===== config.mk =====
export PLATFORM = sky130hd
export DESIGN_NAME = srs_readback
export DESIGN_NICKNAME = d
export VERILOG_FILES = /design/src/inc/srs_pkg.sv /design/src/inc/srs_sel_if.sv /design/src/hw/srs_decode.sv /design/src/hw/srs_readback.sv
export SDC_FILE = /design/constraint.sdc
export NUM_CORES = 1
export LEC_CHECK = 0
export ABC_CLOCK_PERIOD_IN_PS = 3450
export BUFFER_PORTS_ARGS = -buffer_cell sky130_fd_sc_hd__buf_2
export CORE_AREA = 8 8 237 239
export CTS_BUF_LIST = sky130_fd_sc_hd__clkbuf_4
export CTS_CLUSTER_DIAMETER = 30
export DETAILED_ROUTE_END_ITERATION = 8
export DIE_AREA = 0 0 245 247
export GPL_ROUTABILITY_DRIVEN = 0
export SLEW_MARGIN = 10
export SYNTH_ARGS = -nofsm -noshare
export SYNTH_HDL_FRONTEND = slang
export SYNTH_SLANG_ARGS = --single-unit

===== constraint.sdc =====
create_clock -name clk -period 3.45 [get_ports clk]
set_input_delay 0.345 -clock clk [delete_from_list [all_inputs] [get_ports clk]]
set_output_delay 0.345 -clock clk [all_outputs]
set_load 0.005 [all_outputs]

===== src/inc/srs_pkg.sv =====
// Package for the serial readback-select block
// Assumes a 24-bit serial frame, one system clock
package srs_pkg;
    // ==========================================
    // Frame layout
    localparam int FRAME_BITS   = 24;
    localparam int DATA_BITS    = 16;
    localparam int MODE_HI      = 23;
    localparam int MODE_LO      = 22;
    localparam int FUNC_HI      = 21;
    localparam int FUNC_LO      = 16;
    localparam int SEL_HI       = 15;
    localparam int SEL_LO       = 7;
    localparam int LOW7_HI      = 6;
    // ==========================================
    // Codes
    localparam logic [1:0] MODE_SPECIAL  = 2'h0;
    localparam logic [5:0] FUNC_READBACK = 6'h05;
    localparam logic [2:0] GRP_PRIMARY   = 3'h0;
    localparam logic [2:0] GRP_ALTERNATE = 3'h1;
    localparam logic [2:0] GRP_OFFSET    = 3'h2;
    localparam logic [2:0] GRP_GAIN      = 3'h3;
    localparam logic [8:0] SEL_CONTROL   = 9'h101;
    localparam logic [8:0] SEL_OFFSET_DAC_ZERO      = 9'h102;
    localparam logic [8:0] SEL_OFFSET_DAC_ONE      = 9'h103;
    localparam logic [8:0] SEL_AB0       = 9'h106;
    localparam logic [8:0] SEL_AB1       = 9'h107;
    localparam logic [8:0] SEL_GPIO      = 9'h10B;
    localparam logic [15:0] RESET_WORD   = 16'h0000;
    typedef enum logic [3:0] {
        SRS_SRC_NONE, SRS_SRC_PRI, SRS_SRC_ALT, SRS_SRC_OFS, SRS_SRC_GAIN,
        SRS_SRC_CTRL, SRS_SRC_DAC0, SRS_SRC_DAC1, SRS_SRC_AB0, SRS_SRC_AB1,
        SRS_SRC_GPIO
    } srs_src_t;
endpackage


===== src/inc/srs_sel_if.sv =====
// Interface carrying a decoded selection between decoder and top
// Assumes both ends share clk
`timescale 1ns/1ps
interface srs_sel_if;
    logic                    valid;
    srs_pkg::srs_src_t       src;
    logic [2:0]              chan;
    modport dec (output valid, output src, output chan);
    modport top (input valid, input src, input chan);
endinterface


===== src/hw/srs_decode.sv =====
// Combinational decoder of a readback-select frame
// Assumes a full frame word, stable while frame_done is high
`timescale 1ns/1ps
module srs_decode (
    // Frame in
    input  wire logic [23:0] frame,
    input  wire logic        frame_done,
    // Decoded selection
    srs_sel_if.dec           sel
);
    import srs_pkg::*;
    logic [8:0] code;
    assign code = frame[SEL_HI:SEL_LO];
    // Readback request detection and code decode
    always_comb begin
        sel.valid = frame_done && frame[MODE_HI:MODE_LO] == MODE_SPECIAL
                    && frame[FUNC_HI:FUNC_LO] == FUNC_READBACK; // [RL1]
        sel.chan  = code[2:0];                                  // [RL2]
        sel.src   = SRS_SRC_NONE;
        case (code[8:6])
            GRP_PRIMARY:   sel.src = SRS_SRC_PRI;               // [RL2]
            GRP_ALTERNATE: sel.src = SRS_SRC_ALT;
            GRP_OFFSET:    sel.src = SRS_SRC_OFS;
            GRP_GAIN:      sel.src = SRS_SRC_GAIN;
            default: begin
                // System registers; low field bits not examined [RL4]
                case (code)
                    SEL_CONTROL: sel.src = SRS_SRC_CTRL;        // [RL3]
                    SEL_OFFSET_DAC_ZERO:    sel.src = SRS_SRC_DAC0;
                    SEL_OFFSET_DAC_ONE:    sel.src = SRS_SRC_DAC1;
                    SEL_AB0:     sel.src = SRS_SRC_AB0;
                    SEL_AB1:     sel.src = SRS_SRC_AB1;
                    SEL_GPIO:    sel.src = SRS_SRC_GPIO;        // [RL5]
                    default:     sel.src = SRS_SRC_NONE;
                endcase
            end
        endcase
    end
endmodule // srs_decode


===== src/hw/srs_readback.sv =====
// Contract
// (RL1) Readback is a special-function frame, mode 00, readback function code.
// (RL2) Top select bits 000..011 pick primary, alternate, offset or gain register.
// (RL3) Select 1000000xx-style codes pick control, offset DACs, A/B selects.
// (RL4) Lowest seven field bits are ignored except for pin readback; the code ignores them for pin readback too.
// (RL5) Pin readback returns the sampled pin level in data bit 0.
// (RL6) Host drives lowest seven field bits to zero for pin readback.
// (RL7) Input-configured pin level is what bit 0 reports.
// (RL8) Host first sends a frame naming the register to read.
// (RL9) Next frame is a no-op; selected contents shift out during it.
//
// Top of the serial readback-select block
// Assumes sclk, sync_n, sdi and gpio_pin are raw pins, sampled into clk
// Assumes register contents arrive flat, channel c in bits [c*16 +: 16]
// Assumes sclk idles high and each sclk phase lasts at least five clk cycles
// Assumes at least six clk cycles of sync_n high between two frames
// Response frame: eight zero bits, then the 16-bit word, MSB first
// Frames of any length but 24 bits are dropped and cancel a pending response
`timescale 1ns/1ps
module srs_readback #(
    parameter int CHANNELS = 8
) (
    // Clock and reset
    input  wire logic                    clk,
    input  wire logic                    rst,
    // Serial pins
    input  wire logic                    sclk,
    input  wire logic                    sync_n,
    input  wire logic                    sdi,
    output logic                         sdo,
    // Register contents to read back
    input  wire logic [CHANNELS*16-1:0]  primary_input_reg,
    input  wire logic [CHANNELS*16-1:0]  alternate_input_reg,
    input  wire logic [CHANNELS*16-1:0]  offset_trim_reg,
    input  wire logic [CHANNELS*16-1:0]  gain_trim_reg,
    input  wire logic [15:0]             control_reg,
    input  wire logic [15:0]             offset_dac_zero,
    input  wire logic [15:0]             offset_dac_one,
    input  wire logic [15:0]             ab_select_zero,
    input  wire logic [15:0]             ab_select_one,
    // General-purpose pin
    input  wire logic                    gpio_is_output,
    input  wire logic                    gpio_pin,
    // Frame out
    output logic                         frame_valid,
    output logic [srs_pkg::FRAME_BITS-1:0] frame_word
);
    import srs_pkg::*;

    // ==========================================
    // Pin synchronisers
    // Every pin passes two flip-flops before any logic reads it; only the
    // second stage is used downstream, the first may still be metastable.
    logic [1:0] sclk_s_q, sync_s_q, sdi_s_q, gpio_s_q;
    logic       sclk_d1_q, sync_d1_q;
    always_ff @(posedge clk) begin
        if (rst) begin
            // Serial clock and frame select reset to their idle-high levels,
            // so release of reset is not mistaken for an edge on either pin
            sclk_s_q <= 2'h3;
            sync_s_q <= 2'h3;
            sdi_s_q  <= 2'h0;
            gpio_s_q <= 2'h0;
        end else begin
            sclk_s_q <= {sclk_s_q[0], sclk};
            sync_s_q <= {sync_s_q[0], sync_n};
            sdi_s_q  <= {sdi_s_q[0], sdi};
            gpio_s_q <= {gpio_s_q[0], gpio_pin};
        end
    end
    // Edge history of synchronised levels
    // Reset values match the idle pins, so no false edge follows reset
    always_ff @(posedge clk) begin
        if (rst) begin
            sclk_d1_q <= 1'b1;
            sync_d1_q <= 1'b1;
        end else begin
            sclk_d1_q <= sclk_s_q[1];
            sync_d1_q <= sync_s_q[1];
        end
    end
    // Edge strobes, one clk cycle wide each
    // frame_end marks the synced rise of sync_n; in_frame is its low level
    logic sclk_fall, sclk_rise, frame_end, in_frame;
    assign sclk_fall = sclk_d1_q && !sclk_s_q[1];
    assign sclk_rise = !sclk_d1_q && sclk_s_q[1];
    assign frame_end = !sync_d1_q && sync_s_q[1];
    assign in_frame  = !sync_s_q[1];

    // ==========================================
    // Input shifting on falling serial clock
    logic [FRAME_BITS-1:0] shift_q;
    logic [4:0]            cnt_q;
    always_ff @(posedge clk) begin
        if (rst) begin
            shift_q <= '0;
            cnt_q   <= 5'h00;
        end else if (!in_frame) begin
            cnt_q <= 5'h00;
        end else if (sclk_fall) begin
            shift_q <= {shift_q[FRAME_BITS-2:0], sdi_s_q[1]};
            // Saturate so an overlong frame cannot wrap back to 24
            if (cnt_q != '1)
                cnt_q <= cnt_q + 5'h01;
        end
    end
    // Only an exact 24-bit frame counts; short or long ones are dropped
    logic full_frame;
    assign full_frame = frame_end && cnt_q == 5'(FRAME_BITS);

    // Captured frame handed out
    // frame_valid pulses once per good frame; frame_word holds until the next
    always_ff @(posedge clk) begin
        if (rst) begin
            frame_valid <= 1'b0;
            frame_word  <= '0;
        end else begin
            frame_valid <= full_frame;
            if (full_frame)
                frame_word <= shift_q;
        end
    end

    // ==========================================
    // Decode
    // The decoder looks straight at the shift register; its result is used
    // only in the cycle of full_frame, when the register holds the frame.
    srs_sel_if sel ();
    srs_decode u_dec (
        .frame      (shift_q),
        .frame_done (full_frame),
        .sel        (sel)
    );

    // ==========================================
    // Per-channel views of the flat register buses
    // One word per channel and per register kind; the read mux below then
    // indexes by the decoded channel number instead of slicing by hand.
    logic [DATA_BITS-1:0] pri_w  [CHANNELS];
    logic [DATA_BITS-1:0] alt_w  [CHANNELS];
    logic [DATA_BITS-1:0] ofs_w  [CHANNELS];
    logic [DATA_BITS-1:0] gain_w [CHANNELS];
    for (genvar c = 0; c < CHANNELS; c++) begin : g_chan
        assign pri_w[c]  = primary_input_reg[c*DATA_BITS +: DATA_BITS];
        assign alt_w[c]  = alternate_input_reg[c*DATA_BITS +: DATA_BITS];
        assign ofs_w[c]  = offset_trim_reg[c*DATA_BITS +: DATA_BITS];
        assign gain_w[c] = gain_trim_reg[c*DATA_BITS +: DATA_BITS];
    end

    // Selected register contents
    // The pin level comes from its synchroniser; an output pin reads as zero
    logic [15:0] pick;
    always_comb begin
        pick = RESET_WORD;
        case (sel.src)
            SRS_SRC_PRI:  pick = pri_w[sel.chan];                         // [RL2]
            SRS_SRC_ALT:  pick = alt_w[sel.chan];
            SRS_SRC_OFS:  pick = ofs_w[sel.chan];
            SRS_SRC_GAIN: pick = gain_w[sel.chan];
            SRS_SRC_CTRL: pick = control_reg;                             // [RL3]
            SRS_SRC_DAC0: pick = offset_dac_zero;
            SRS_SRC_DAC1: pick = offset_dac_one;
            SRS_SRC_AB0:  pick = ab_select_zero;
            SRS_SRC_AB1:  pick = ab_select_one;
            SRS_SRC_GPIO: pick = {15'h0000, gpio_s_q[1] & !gpio_is_output}; // [RL5] [RL7]
            default:      pick = RESET_WORD;
        endcase
    end

    // ==========================================
    // Response latched at end of request, shifted next frame
    // The registers are sampled once, at the end of the request frame, so a
    // value that changes before the response frame is reported as it stood
    // at the request: a deliberate snapshot.
    // The word shifts on synced sclk rises, so each bit has the rest of the high
    // phase of sclk to settle before the host samples it on the fall.
    // At the end of every good frame armed_q is reloaded from that frame's
    // own decode, so a readback request sent in place of the no-op is
    // honoured in turn, while any other frame cancels the response.
    localparam int PAD_BITS = FRAME_BITS - DATA_BITS;
    logic [FRAME_BITS-1:0] resp_word;
    assign resp_word = {{PAD_BITS{1'b0}}, pick};
    logic [FRAME_BITS-1:0] resp_q;
    logic                  armed_q;
    always_ff @(posedge clk) begin
        if (rst) begin
            resp_q  <= '0;
            armed_q <= 1'b0;
        end else if (full_frame) begin
            armed_q <= sel.valid;                                   // [RL8]
            resp_q  <= sel.valid ? resp_word : '0;                  // [RL9]
        end else if (armed_q && in_frame && sclk_rise) begin
            resp_q <= {resp_q[FRAME_BITS-2:0], 1'b0};               // [RL9]
        end else if (frame_end) begin
            armed_q <= 1'b0;
        end
    end
    // Serial data out, registered
    // Held low outside response frames so a shared line sees no stale bits
    always_ff @(posedge clk) begin
        if (rst)
            sdo <= 1'b0;
        else
            sdo <= armed_q && in_frame ? resp_q[FRAME_BITS-1] : 1'b0;
    end
endmodule // srs_readback


-- Word-level counts from Yosys, hierarchy flattened
Index checks and enable logic that the tools add are counted.
W data, S select, Z words.
- $add $sub $neg: 1
- magnitude comparators: 1
- equality and inequality tests: 23
- multiplexer cells: 21
- bitwise gates (word level): 4
- reduce and logical (&&, ||, !) cells: 22
- operators with widths (operator ; number):
    $bmux W16 S3 ; 4
    $pmux W16 S10 ; 1
    $mux W16 ; 9
    $eq A9 B9 Y1 const B ; 6
    $mux W24 ; 2
    $pmux W4 S6 ; 1
    $eq A4 B3 Y1 const B ; 4
    $pmux W4 S4 ; 1
    $eq A4 B4 Y1 const B ; 3
    $eq A4 B2 Y1 const B ; 2
    $logic_and A1 B1 Y1 ; 8
    $eq A3 B2 Y1 const B ; 2
    $eq A6 B3 Y1 const B ; 1
    $reduce_and A2 Y1 ; 3
    $add A5 B1 Y5 const B ; 1
    $eq A5 B5 Y1 const B ; 1
    $logic_not A1 Y1 ; 5
    $ne A5 B5 Y1 const B ; 1
    $eq A4 B1 Y1 const B ; 1
    $ge A4 B4 Y1 const B ; 1
    $not A3 Y4 ; 1
    $reduce_bool A2 Y1 ; 2
    $reduce_or A2 Y1 ; 2
    $eq A3 B1 Y1 const B ; 1
    other kinds (6) ; 9
- register bits: 90
- input port bits: 599
- word-level logic and storage cells: 85

-- Longest topological paths before layout
- depth in word-level cells: 7
- depth in mapped cells: 11

-- Hierarchy
Synthesis repeated with hierarchy kept, for this count alone.
- cell total of the unflattened synthesis: 850
- area, all modules: 8443.1 um^2
- modules (own cells, without submodules) (module ; times used ; cells an instance ; area an instance (um^2)):
    srs_readback ; 1 ; 827 ; 8280.4
    srs_decode ; 1 ; 23 ; 162.7

-- Least setup slack after synthesis
Ideal clock, no wire load.
- kind: flip-flop to flip-flop
- start point: register shift_q[14]
- end point: register resp_q[1]
- library setup time: 0.120 ns
- data arrival time: 2.604 ns
- data required time: 3.330 ns
- path slack: 0.726 ns
- cell stages (with the launch flop): 9
- clock period less this slack: 2.724 ns
- path through: dfxtp_1 -> buf_6 -> or4b_1 -> buf_4 -> or4_4 -> nand2_4 -> mux4_2 -> a32o_1 -> o31a_1
- cells in the longest elaborated chain, start to end: 7
- elaborated cells between the ends (all ways): 25
- classes of those cells: eq/ne: 19; mux: 5; reduce/logical: 1
- RTL lines (element ; line ; RTL):
    start: declaration ; srs_readback.sv:92 ; logic [FRAME_BITS-1:0] shift_q;
    start signal: assignment ; srs_readback.sv:101 ; shift_q <= {shift_q[FRAME_BITS-2:0], sdi_s_q[1]};
    $eq A9 B9 Y1 ; srs_decode.sv:27 ; case (code)
    $pmux W4 S6 ; srs_decode.sv:27 ;
    $pmux W4 S4 (*) ; srs_decode.sv:20 ; case (code[8:6])
    $eq A4 B4 Y1 (tied with other cells) ; srs_readback.sv:155 ; case (sel.src)
    $pmux W16 S10 (*) ; srs_readback.sv:155 ;
    $mux W16 (*) ; srs_readback.sv:191 ; resp_q <= sel.valid ? resp_word : '0;
    $mux W24 (*) ; srs_readback.sv:189 ; end else if (full_frame) begin
    end signal: assignment ; srs_readback.sv:191 ;
    end signal: assignment ; srs_readback.sv:193 ; resp_q <= {resp_q[FRAME_BITS-2:0], 1'b0};
    end: declaration ; srs_readback.sv:183 ; logic [FRAME_BITS-1:0] resp_q;
Every way passes the cells marked *; elsewhere a longest branch is shown, timed or not.
A chain may end at the register's enable or synchronous reset.

-- Worst setup path after layout
- start point: register shift_q[12]
- end point: register resp_q[2]
- cells in the longest elaborated chain, start to end: 7
- elaborated cells between the ends (all ways): 21
- classes of those cells: eq/ne: 16; mux: 5
- RTL lines (element ; line):
    $eq A9 B9 Y1 ; srs_decode.sv:27
    $pmux W4 S6 (*) ; srs_decode.sv:27
    $pmux W4 S4 (*) ; srs_decode.sv:20
    $eq A4 B4 Y1 (tied with other cells) ; srs_readback.sv:155
    $pmux W16 S10 (*) ; srs_readback.sv:155
    $mux W16 (*) ; srs_readback.sv:191
    $mux W24 (*) ; srs_readback.sv:189
Marks and branches as above.

==> qor.yml <==
status:
  status: "finished, final reports clean"
synth:
  synthCells: 824
  ys_ff_latch: 90
  synth_edf_count: 0
  async_reset_ff_frac: 0
  ys.warnings.count: 0
  synth.avg_cell_area_um2: 10.2
  ys_types: 75
  synth_nets: 1426
  ys.flop_type: "dfxtp_1"
  synth_area_um2: 8420
  synth_seq_area_share: 0.214
worst_setup_path:
  critical_path_arrival_ns: 3.35
  crit_path_start_kind: "flop"
  required_ns: 3.85
  path_class: "reg2reg"
  endpoint_kind: "flop"
  critPathMaxFanout: 10
global_routing:
  track_usage: 0.192
  overflow: 0
  grt_pass1_vias: 10900
  grt_pass1_wl_um: 82200
  antenna_found_initial: 61
  grt_max_degree: 44
placed_design:
  dp_slack_ns: 0.519
  dp_hpwl_um: 54500
  dpl_cell_area_um2: 12400
  placed_cells: 2093
  numPortBuffers: 624
routing:
  drtIter0Drc: 841
  vias: 10300
  antenna_left: 0
  drc_errors: 0
  post_drt_wl_per_cell_um: 28.6
  wl_um: 61000
  viasPerCell: 4.83
  dr.pass1.iters: 5
floorplan:
  die_height_um: 247
  core_area_um2: 52200
  rows: 84
  initial_core_util: 0.161
  ios: 625
  die_area_um2: 60500
  die_w_um: 245
cts:
  cts_hold_buf: 0
  cts_setup_buffers: 0
  cts_buffers: 9
  clk_pin_slew_ns: 0.16
  clockBufferDepth: 2
  cts.htree.levels: 3
  cts.repair.resized: 0
  clock_latency_ns: 0.49
  clock-sinks: 90
  clockRootBuffer: "clkbuf_4"
  cts_tree: "done"
sta:
  slew_headroom: 0.482
  fin_crit_ns: 2.96
  fin_skew_ns: 0.0184
  finalCritPeriodShare: 0.857
  fmax_mhz: 338
  hold_viol: 0
  setup_ws_ns: 0.493
  maxSlewViolCount: 0
  hold_slack_ns: 0.0313
  rsz0062_at_grt: "no"
  tightest_slew_ns: 0.766
  setup_viol: 0
  fin_setup_tns_ns: 0
power_and_ir_drop:
  p_leak_nw: 4.93
  peakVddDrop_mv: 0.112
  power_density_nw_per_um2: 178
  p_total_mw: 2.24
cells_and_area:
  layout_commonest_cell: "buf_2"
  nets: 2018
  area_growth_pct: 49.5
  design_area_um2: 12600
  final_cell_mix: "624 x buf_2, 143 x nand2_1, 135 x mux4_2"
  instances_no_fill: 2131
  utilization: 0.241
  layout-drive-gt1-share: 0.612
min_path:
  min_path_type: "in2reg"
flow_run:
  drv_cap: 0
cell families after synthesis:
group / after synthesis / synth area share
compound gates: 169 / 0.143
xor+xnor: 3 / 0.00312
fa+ha+maj: 4 / 0.00565
buf+inv: 87 / 0.0490
flops: 90 / 0.214
mux: 188 / 0.426
simple gates: 283 / 0.159
area by class of cell:
cell class              instances  area [um2]
repair buffers                665        3470
diodes                         22        55.1
flip-flops and latches         90        1810
clock buffers                   9        67.6
fillers                      5677       39600
multi-input cells             647        6260
clock inverters                 7        51.3
well taps                     688         861
inverters                       3        11.3
worst max-delay path, cell delays in order, from the launching register on:
cell	delay, ns
dfxtp_1	0.38
or4b_1	0.78
nor4_4	0.49
nor2_2	0.18
buf_4	0.22
a31oi_2	0.39
nor2_1	0.12
a2111oi_2	0.31
report_power, final:
part	switching (mW)	total, mW	internal, mW	leakage [nW]
clock network	0.424	0.576	0.151	0.0580
registers	0.00294	1.05	1.04	0.729
logic	0.251	0.621	0.371	4.14
sequential cells by signal, indices dropped and copies added, names as in the netlist, 2 cells and up:
name	cells
cnt_q	5
sclk_s_q	2
frame_word	24
sdi_s_q	2
resp_q	24
gpio_s_q	2
shift_q	24
sync_s_q	2
cell usage after synthesis, types with 5 or more instances:
cell	number	share of area
a211oi_1	7	0.0062
and3_1	8	0.0059
buf_1	10	0.0045
o22ai_1	6	0.0045
clkbuf_1	29	0.013
dfxtp_1	90	0.21
o211ai_1	6	0.0053
nor2_1	56	0.025
nand2b_1	6	0.0045
a21oi_1	64	0.038
mux4_2	135	0.36
buf_4	7	0.0062
mux2i_1	41	0.049
a31oi_1	5	0.0037
nor2b_1	11	0.0082
a221oi_1	7	0.0073
nand3_1	15	0.0089
or2_2	10	0.0074
buf_2	36	0.021
mux2_2	12	0.016
nor3_1	5	0.0030
a22oi_1	8	0.0071
a211o_1	7	0.0073
o21ai_0	15	0.0089
nand2_1	143	0.064
metal layers:
metal | vias to the layer above | part of all wire | wire length (um) | global-route usage
met2 | 683 | 0.45 | 27400 | 0.302
met4 | 34 | 0.027 | 1630 | 0.0512
met1 | 5008 | 0.40 | 24200 | 0.236
li1 | 4450 | - | - | -
met3 | 124 | 0.12 | 7520 | 0.0834
met5 | - | 0.0035 | 215 | 0.0171
path summary, 6_finish.rpt:
| kind | from | end | slack, ns | cells after the start |
|---|---|---|---|---|
| max | shift_q[12] | resp_q[2] | 0.49 | 7 |
| min | sync_n | sync_s_q[0] | 0.03 | 2 |
| max reg2reg | shift_q[12] | resp_q[2] | 0.49 | 7 |
| min reg2reg | gpio_s_q[0] | gpio_s_q[1] | 0.46 | 1 |
Power figures use the tool's default switching activity.
